$ cat src/include/ltdo_pkg.sv
// Package for the link training debug observation slice
package ltdo_pkg;
  // ************************************************************
  // Field positions inside the 48-bit slice (bit 320 = slice bit 0)
  // ************************************************************
  localparam int unsigned LTDO_W = 48;
  localparam int unsigned STATE_LSB = 0;
  localparam int unsigned RXLP_LSB = 5;
  localparam int unsigned TXLP_LSB = 7;
  localparam int unsigned TMO_BIT = 10;
  localparam int unsigned EXIT_BIT = 11;
  localparam int unsigned ACK_BIT = 12;
  localparam int unsigned PTYPE_LSB = 13;
  localparam int unsigned DET_LSB = 16;
  localparam int unsigned PAD_LSB = 24;
  localparam int unsigned TS1_LSB = 32;
  localparam int unsigned TS2_LSB = 40;
  localparam int unsigned LANE_FIELD_W = 8;
  localparam int unsigned MAX_LANES = 4;
  // ************************************************************
  // Field widths
  // ************************************************************
  localparam int unsigned STATE_W = 5;
  localparam int unsigned RXLP_W = 2;
  localparam int unsigned TXLP_W = 3;
  localparam int unsigned PTYPE_W = 3;
  localparam int unsigned SYM_W = 8;
  // ************************************************************
  // Encodings
  // ************************************************************
  localparam logic [4:0] ST_DETECT_QUIET = 5'h00;
  localparam logic [4:0] ST_L0 = 5'h0f;
  localparam logic [4:0] ST_L0S_TX = 5'h15;
  localparam logic [4:0] ST_LAST = 5'h19;
  localparam logic [1:0] RXLP_INACT = 2'h0;
  localparam logic [2:0] TXLP_INACT = 3'h0;
  localparam logic [3:0] PT_ELEC_IDLE = 4'h0;
  localparam logic [3:0] PT_RX_DETECT = 4'h3;
  localparam logic [3:0] PT_TS1 = 4'h5;
  localparam logic [3:0] PT_TS2 = 4'h7;
  localparam logic [3:0] PT_IDLE_DATA = 4'h9;
  localparam logic [3:0] PT_FTS = 4'hb;
  localparam logic [3:0] PT_IDL = 4'hd;
  localparam logic [3:0] PT_COMPLIANCE = 4'hf;
  localparam logic [7:0] PAD_SYMBOL = 8'hf7;
endpackage

$ cat src/rtl/ltdo_observe.sv
// Link training debug observation slice, test bits 367:320
`timescale 1ns/10ps
module ltdo_observe #(
  parameter int unsigned LANES = ltdo_pkg::MAX_LANES
) (
  input wire logic ref_clk_i,
  input wire logic rst_n_i,
  input wire logic clk_en_i,
  input wire logic [4:0] train_state_i,
  input wire logic tx_in_l0s_i,
  input wire logic [1:0] rx_lowpower_state_i,
  input wire logic [2:0] tx_lowpower_state_i,
  input wire logic state_timeout_i,
  input wire logic tx_exit_done_i,
  input wire logic pkt_sent_i,
  input wire logic [3:0] pkt_type_i,
  input wire logic [LANES-1:0] rx_detected_i,
  input wire logic [LANES-1:0] force_pad_i,
  input wire logic [LANES-1:0] ts1_seen_i,
  input wire logic [LANES-1:0] ts2_seen_i,
  input wire logic ts_tx_active_i,
  input wire logic [7:0] ts_link_num_i,
  input wire logic [7:0] ts_lane_num_i,
  output logic [ltdo_pkg::LTDO_W-1:0] test_slice_o,
  output logic [LANES-1:0] lane_init_en_o,
  output logic [LANES*8-1:0] ts_link_field_o,
  output logic [LANES*8-1:0] ts_lane_field_o
);
  import ltdo_pkg::*;

  // ************************************************************
  // Declarations
  // ************************************************************
  // Spare bits above the supported lanes in each per-lane field
  localparam int unsigned UPPER_W = LANE_FIELD_W - MAX_LANES;
  logic [STATE_W-1:0] state_q, state_d;
  logic [STATE_W-1:0] st_code;
  logic state_change;
  logic [LANES-1:0] ts1_q, ts1_d;
  logic [LANES-1:0] ts2_q, ts2_d;
  logic [LANES-1:0] init_q, init_d;
  logic [LANES*SYM_W-1:0] lfld_q, lfld_d;
  logic [LANES*SYM_W-1:0] nfld_q, nfld_d;
  logic [LTDO_W-1:0] slice_q, slice_d;

  // ************************************************************
  // Training state and received ordered-set flags
  // ************************************************************
  // Shown state code and sticky per-lane flags
  always_comb begin
    st_code = train_state_i;
    if (train_state_i == ST_L0S_TX && !tx_in_l0s_i) begin
      // Receive-only L0s would look like a transmit stall, so it shows as L0
      st_code = ST_L0;
    end
    state_d = st_code;
    // A change of the shown code counts as entering a new state
    state_change = (st_code != state_q);
    // Clear on entry, but a set in the same cycle wins
    ts1_d = (state_change ? '0 : ts1_q) | ts1_seen_i;
    ts2_d = (state_change ? '0 : ts2_q) | ts2_seen_i;
  end

  // State and flag registers; frozen while the enable is low
  always_ff @(posedge ref_clk_i or negedge rst_n_i) begin
    if (!rst_n_i) begin
      state_q <= ST_DETECT_QUIET;
      ts1_q <= '0;
      ts2_q <= '0;
    end else if (clk_en_i) begin
      state_q <= state_d;
      ts1_q <= ts1_d;
      ts2_q <= ts2_d;
    end
  end

  // ************************************************************
  // Per-lane PAD forcing and initialization enables
  // ************************************************************
  // PAD replaces both numbers on forced lanes while a TS set is built
  always_comb begin
    init_d = ~force_pad_i;
    for (int i = 0; i < LANES; i++) begin
      lfld_d[i*SYM_W +: SYM_W] = (ts_tx_active_i && force_pad_i[i]) ? PAD_SYMBOL : ts_link_num_i;
      nfld_d[i*SYM_W +: SYM_W] = (ts_tx_active_i && force_pad_i[i]) ? PAD_SYMBOL : ts_lane_num_i;
    end
  end

  // Lane registers; after reset no lane is enabled until the first enabled edge
  always_ff @(posedge ref_clk_i or negedge rst_n_i) begin
    if (!rst_n_i) begin
      init_q <= '0;
      lfld_q <= '0;
      nfld_q <= '0;
    end else if (clk_en_i) begin
      init_q <= init_d;
      lfld_q <= lfld_d;
      nfld_q <= nfld_d;
    end
  end

  // ************************************************************
  // Observation slice
  // ************************************************************
  // Assemble the slice; gaps and spare lane bits stay zero
  always_comb begin
    slice_d = '0;
    slice_d[STATE_LSB +: STATE_W] = st_code;
    slice_d[RXLP_LSB +: RXLP_W] = rx_lowpower_state_i;
    slice_d[TXLP_LSB +: TXLP_W] = tx_lowpower_state_i;
    slice_d[TMO_BIT] = state_timeout_i;
    slice_d[EXIT_BIT] = tx_exit_done_i;
    // A held request alternates rather than stretching the pulse
    slice_d[ACK_BIT] = pkt_sent_i && !slice_q[ACK_BIT];
    // Field is three bits wide; the top code bit is dropped
    slice_d[PTYPE_LSB +: PTYPE_W] = pkt_type_i[PTYPE_W-1:0];
    slice_d[DET_LSB +: LANES] = rx_detected_i;
    slice_d[PAD_LSB +: LANES] = force_pad_i;
    slice_d[TS1_LSB +: LANES] = ts1_d;
    slice_d[TS2_LSB +: LANES] = ts2_d;
  end

  // Slice register; nothing reads it back into the link
  always_ff @(posedge ref_clk_i or negedge rst_n_i) begin
    if (!rst_n_i) begin
      slice_q <= '0;
    end else if (clk_en_i) begin
      slice_q <= slice_d;
    end
  end

  // Every output straight from its register
  assign test_slice_o = slice_q;
  assign lane_init_en_o = init_q;
  assign ts_link_field_o = lfld_q;
  assign ts_lane_field_o = nfld_q;

  // ************************************************************
  // Assertions
  // ************************************************************
  // Acknowledge pulse
  a_ack_one_cycle: assert property (@(posedge ref_clk_i) disable iff (!rst_n_i)
    slice_q[ACK_BIT] && clk_en_i |=> !slice_q[ACK_BIT])
    else $error("ack longer than one cycle");
  a_ack_rises: assert property (@(posedge ref_clk_i) disable iff (!rst_n_i)
    clk_en_i && pkt_sent_i && !slice_q[ACK_BIT] |=> slice_q[ACK_BIT])
    else $error("ack missing after send");
  // State code
  a_l0s_tx_only: assert property (@(posedge ref_clk_i) disable iff (!rst_n_i)
    clk_en_i && train_state_i == ST_L0S_TX && !tx_in_l0s_i |=> slice_q[STATE_LSB +: STATE_W] == ST_L0)
    else $error("L0s code without tx L0s");
  a_l0s_tx_kept: assert property (@(posedge ref_clk_i) disable iff (!rst_n_i)
    clk_en_i && train_state_i == ST_L0S_TX && tx_in_l0s_i |=> slice_q[STATE_LSB +: STATE_W] == ST_L0S_TX)
    else $error("tx L0s code lost");
  a_state_follows: assert property (@(posedge ref_clk_i) disable iff (!rst_n_i)
    clk_en_i && train_state_i != ST_L0S_TX |=> slice_q[STATE_LSB +: STATE_W] == $past(train_state_i))
    else $error("state code mismatch");
  // Plain field mapping
  a_rxlp_map: assert property (@(posedge ref_clk_i) disable iff (!rst_n_i)
    clk_en_i |=> slice_q[RXLP_LSB +: RXLP_W] == $past(rx_lowpower_state_i))
    else $error("rx low-power field wrong");
  a_txlp_map: assert property (@(posedge ref_clk_i) disable iff (!rst_n_i)
    clk_en_i |=> slice_q[TXLP_LSB +: TXLP_W] == $past(tx_lowpower_state_i))
    else $error("tx low-power field wrong");
  a_timeout_map: assert property (@(posedge ref_clk_i) disable iff (!rst_n_i)
    clk_en_i |=> slice_q[TMO_BIT] == $past(state_timeout_i))
    else $error("timeout flag wrong");
  a_exit_map: assert property (@(posedge ref_clk_i) disable iff (!rst_n_i)
    clk_en_i |=> slice_q[EXIT_BIT] == $past(tx_exit_done_i))
    else $error("exit flag wrong");
  a_ptype_map: assert property (@(posedge ref_clk_i) disable iff (!rst_n_i)
    clk_en_i |=> slice_q[PTYPE_LSB +: PTYPE_W] == $past(pkt_type_i[PTYPE_W-1:0]))
    else $error("packet type field wrong");
  a_detect_map: assert property (@(posedge ref_clk_i) disable iff (!rst_n_i)
    clk_en_i |=> slice_q[DET_LSB +: LANES] == $past(rx_detected_i))
    else $error("detect flags wrong");
  // Per-lane fields
  a_upper_zero: assert property (@(posedge ref_clk_i) disable iff (!rst_n_i)
    slice_q[DET_LSB+MAX_LANES +: UPPER_W] == '0 && slice_q[PAD_LSB+MAX_LANES +: UPPER_W] == '0 &&
    slice_q[TS1_LSB+MAX_LANES +: UPPER_W] == '0 && slice_q[TS2_LSB+MAX_LANES +: UPPER_W] == '0)
    else $error("upper lane bits set");
  a_ts_clear: assert property (@(posedge ref_clk_i) disable iff (!rst_n_i)
    clk_en_i && state_change && ts1_seen_i == '0 |=> ts1_q == '0)
    else $error("ts1 flags not cleared");
  a_ts1_set: assert property (@(posedge ref_clk_i) disable iff (!rst_n_i)
    clk_en_i && ts1_seen_i[0] |=> slice_q[TS1_LSB])
    else $error("ts1 flag not set");
  a_ts2_set: assert property (@(posedge ref_clk_i) disable iff (!rst_n_i)
    clk_en_i && ts2_seen_i[0] |=> slice_q[TS2_LSB])
    else $error("ts2 flag not set");
  a_ts2_hold: assert property (@(posedge ref_clk_i) disable iff (!rst_n_i)
    ts2_q[0] && clk_en_i && !state_change |=> ts2_q[0])
    else $error("ts2 flag lost");
  // Lane control
  a_pad_excl: assert property (@(posedge ref_clk_i) disable iff (!rst_n_i)
    clk_en_i && force_pad_i[0] |=> !lane_init_en_o[0])
    else $error("pad lane initialised");
  a_lane_enabled: assert property (@(posedge ref_clk_i) disable iff (!rst_n_i)
    clk_en_i && !force_pad_i[0] |=> lane_init_en_o[0])
    else $error("normal lane not enabled");
  a_pad_field: assert property (@(posedge ref_clk_i) disable iff (!rst_n_i)
    clk_en_i && ts_tx_active_i && force_pad_i[0] |=> ts_link_field_o[SYM_W-1:0] == PAD_SYMBOL)
    else $error("pad not forced");
  a_pad_lane_num: assert property (@(posedge ref_clk_i) disable iff (!rst_n_i)
    clk_en_i && ts_tx_active_i && force_pad_i[0] |=> ts_lane_field_o[SYM_W-1:0] == PAD_SYMBOL)
    else $error("pad not forced in lane field");
  // Freeze
  a_freeze_hold: assert property (@(posedge ref_clk_i) disable iff (!rst_n_i)
    !clk_en_i |=> $stable(slice_q))
    else $error("slice moved while frozen");
endmodule // ltdo_observe

$ cat config.mk
export PLATFORM = sky130hd
export DESIGN_NAME = ltdo_observe
export DESIGN_NICKNAME = d
export VERILOG_FILES = /design/src/include/ltdo_pkg.sv /design/src/rtl/ltdo_observe.sv
export SDC_FILE = /design/constraint.sdc
export NUM_CORES = 1
export LEC_CHECK = 0
export ABC_AREA = 1
export BUFFER_PORTS_ARGS = -buffer_cell sky130_fd_sc_hd__buf_2
export CAP_MARGIN = 15
export CORE_MARGIN = 8
export CORE_UTILIZATION = 43
export DETAILED_ROUTE_END_ITERATION = 12
export PLACE_DENSITY = 0.87
export SETUP_SLACK_MARGIN = 0.2
export SKIP_CTS_REPAIR_TIMING = 1
export SLEW_MARGIN = 20
export SYNTH_ARGS = -nofsm -noshare
export SYNTH_HDL_FRONTEND = slang
export SYNTH_SLANG_ARGS = --single-unit
$ cat constraint.sdc
create_clock -name ref_clk_i -period 1.1 [get_ports ref_clk_i]
set_clock_uncertainty 0.1 [all_clocks]
set_input_delay 0 -clock ref_clk_i [delete_from_list [all_inputs] [get_ports ref_clk_i]]
set_output_delay 0 -clock ref_clk_i [all_outputs]
set_load 0.01 [all_outputs]
==> impl_metrics.ini <==
[die]
dieArea_sq_um = 12500
ios = 170
coreArea_sq_um = 9060
rows = 35
start_util_pct = 43.5
die_w_um = 112
die_h_um = 112

[cts]
clk_latency_ns = 0.34
cts_buffer_depth = 2
cts_tree = yes
cts_root_buf = clkbuf_8
clk_pin_slew_ns = 0.09
h-tree-depth = 3
cts_sinks = 100
cts_buffers = 9

[power]
ir_drop_mv = 0.803
p_leak_nw = 3.01
p_per_area_nw_per_um2 = 1430

[final_layout]
final_util_pct = 65.5
multiInputGateArea_sq_um = 1270
drive_above_1_share_pct = 37.3
num-fill-cells = 658
final_area_sq_um = 5940
antenna_cells = 0
area.sequential_sq_um = 2500
area_growth_pct = 50.8
nets = 707

[synthesis]
yosysSeqAreaShare_pct = 63.5
synth_area_leaders = dfrtp_1 (63%), nand2_1 (11%), a21oi_1 (7.6%)
synthSimpleGateAreaFrac_pct = 19.4
synth_top_family_by_area = simple AND/OR/NAND/NOR gates
synth_xor_xnor_area_share_pct = 0.222
synth_cell_types = 23
synth_seq_cells = 100
synthArstFlopShare_pct = 100
synth_compound_area_share_pct = 9.68
ys.warnings.count = 0
netlist.area_leader.share_pct = 63.5
yosys-top-cells-count = nand2_1 (112), dfrtp_1 (100), nor2_1 (73)
synth-edff-count = 0
synth_area_per_cell_sq_um = 9.43
netlist_area_sq_um = 3940
synth-main-ff-cell = dfrtp_1
synthCells = 418
yosysMostFrequentCell = nand2_1
synth_area_leader_cell = dfrtp_1
synth.mux.area_fraction_pct = 0
synthAdderAreaFrac_pct = 0

[routing]
vias_per_cell = 4.92
drt-total-wl_um = 12700
num_vias = 3780
drt_pre_antenna_iters = 5
drtIter0Drc = 297
ant_nets = 0
drc = 0
wl_per_cell_um = 16.5

[sta]
finalSetupViolCount = 8
slew_violations = 0
setup_slack_ns = -0.245
holdWs_ns = -0.176
finalHoldViolCount = 35
rsz0062_at_grt = yes
max_freq_mhz = 744
period_minus_slack_ns = 1.34
period_share_pct = 122

[worst_hold_path]
hold_end = state_q[2]$_DFFE_PN0P_
worstHoldStart = train_state_i[2]
hp-class = in -> reg
worstHoldPathCells = 3

[placement]
place.port_buffers = 152
dpl_cell_area_sq_um = 4910
dp_hpwl_um = 8030
place_congestion = 0.787

[global_routing]
grt_usage_pct = 17.6
grt_pass1_vias = 3661
grt_max_degree = 54
overflow = 0
antenna_found_initial = 0
grt_pass1_wl_um = 17900

[worst_setup_path]
path_class = reg -> reg
r2r_cells = 9
required_ns = 1.28
end_kind = flop
cp_max_fo = 8
cp.arrival_ns = 1.53
r2r-start = state_q[0]$_DFFE_PN0P_
start_kind = flop
r2r_slack_ns = -0.24
crit-reg2reg-capture = ts2_q[0]$_DFFE_PN0P_

[flow_run]
cap_violations = 0

[status]
status = complete, but fails checks
violations = hold timing, setup timing
## area by class of cell
type | instances | share of cell area [%]
clock buffers | 12 | 2.78
clock inverters | 3 | 0.758
inverters | 11 | 0.695
multi-input cells | 286 | 21.4
flip-flops and latches | 100 | 42.1
well taps | 111 | 2.34
repair buffers | 245 | 29.9
## cell usage in the layout (no fill, tap or decap), drive strengths merged
cell type,instances
buf,205
nand2,114
dfrtp,100
nor2,75
a21oi,60
dlygate4sd3,40
conb,16
o21ai,15
clkbuf,12
inv,11
nand3,3
clkinvlp,2
a31oi,1
xor2,1
nand3b,1
bufinv,1
## how the worst max path moves through the flow
stage / from / end / slack [ns] / cells past startpoint
after floorplan: state_q[2]$_DFFE_PN0P_ / test_slice_o[35]$_DFFE_PN0P_ / -0.13 / 8
after global placement: state_q[0]$_DFFE_PN0P_ / test_slice_o[35]$_DFFE_PN0P_ / -0.13 / 9
after detailed placement: state_q[0]$_DFFE_PN0P_ / ts1_q[0]$_DFFE_PN0P_ / -0.18 / 9
after CTS: state_q[0]$_DFFE_PN0P_ / ts1_q[0]$_DFFE_PN0P_ / -0.20 / 9
after global routing: state_q[0]$_DFFE_PN0P_ / ts2_q[2]$_DFFE_PN0P_ / -0.38 / 9
final: state_q[0]$_DFFE_PN0P_ / ts2_q[0]$_DFFE_PN0P_ / -0.24 / 9
## state kept, by name, indices dropped and copies added (netlist names)
name and cells:
lane_init_en_o 4, state_q 4, test_slice_o 21, ts1_q 3
ts2_q 4, ts_lane_field_o 32, ts_link_field_o 32
## stage by stage
| stage | setup WS, ns | power [W] | TNS (ns) | instances |
|---|---|---|---|---|
| 2_1_floorplan | -0.131 | 0.00498 | -1.05 | 433 |
| 3_3_place_gp | -0.128 | 0.00568 | -1.02 | 682 |
| 3_5_place_dp | -0.175 | 0.00574 | -1.23 | 682 |
| 4_1_cts | -0.201 | 0.00816 | -1.54 | 697 |
| 5_1_grt | -0.382 | 0.00895 | -3.04 | 768 |
| 6_report | -0.245 | 0.00852 | -1.73 | 768 |
## power by group
group	leakage, nW	total (W)	switching [W]	internal, W
clock	0.101	0.00243	0.00120	0.00123
combinational	1.77	0.00185	0.000966	0.000880
sequential	1.14	0.00425	0.000226	0.00402
total	3.01	0.00852	0.00239	0.00613
## critical path, cell delays in order (launching register included)
cell and delay [ns]:
dfrtp_1 0.42, inv_2 0.07, nand2_2 0.05, a21oi_2 0.12, nand2_1 0.06, nor2_2 0.11, nand2_2 0.07, nand2_4 0.11
nand2_1 0.07, nand2_1 0.09
## cells by family after synthesis
kind of cell           count (synthesis)
XOR/XNOR                               1
AND/OR/NAND/NOR                      193
flip-flops                           100
AO/OA/AOI/OAI                         76
buffers and inverters                 47
other                                  1
## routing by layer
metal  GRT usage, %  wire length (um)
met5              0                 0
met4           5.20               341
met3           5.95               997
met2           29.9              6550
met1           20.5              4790
(Power assumes the default switching activity.)
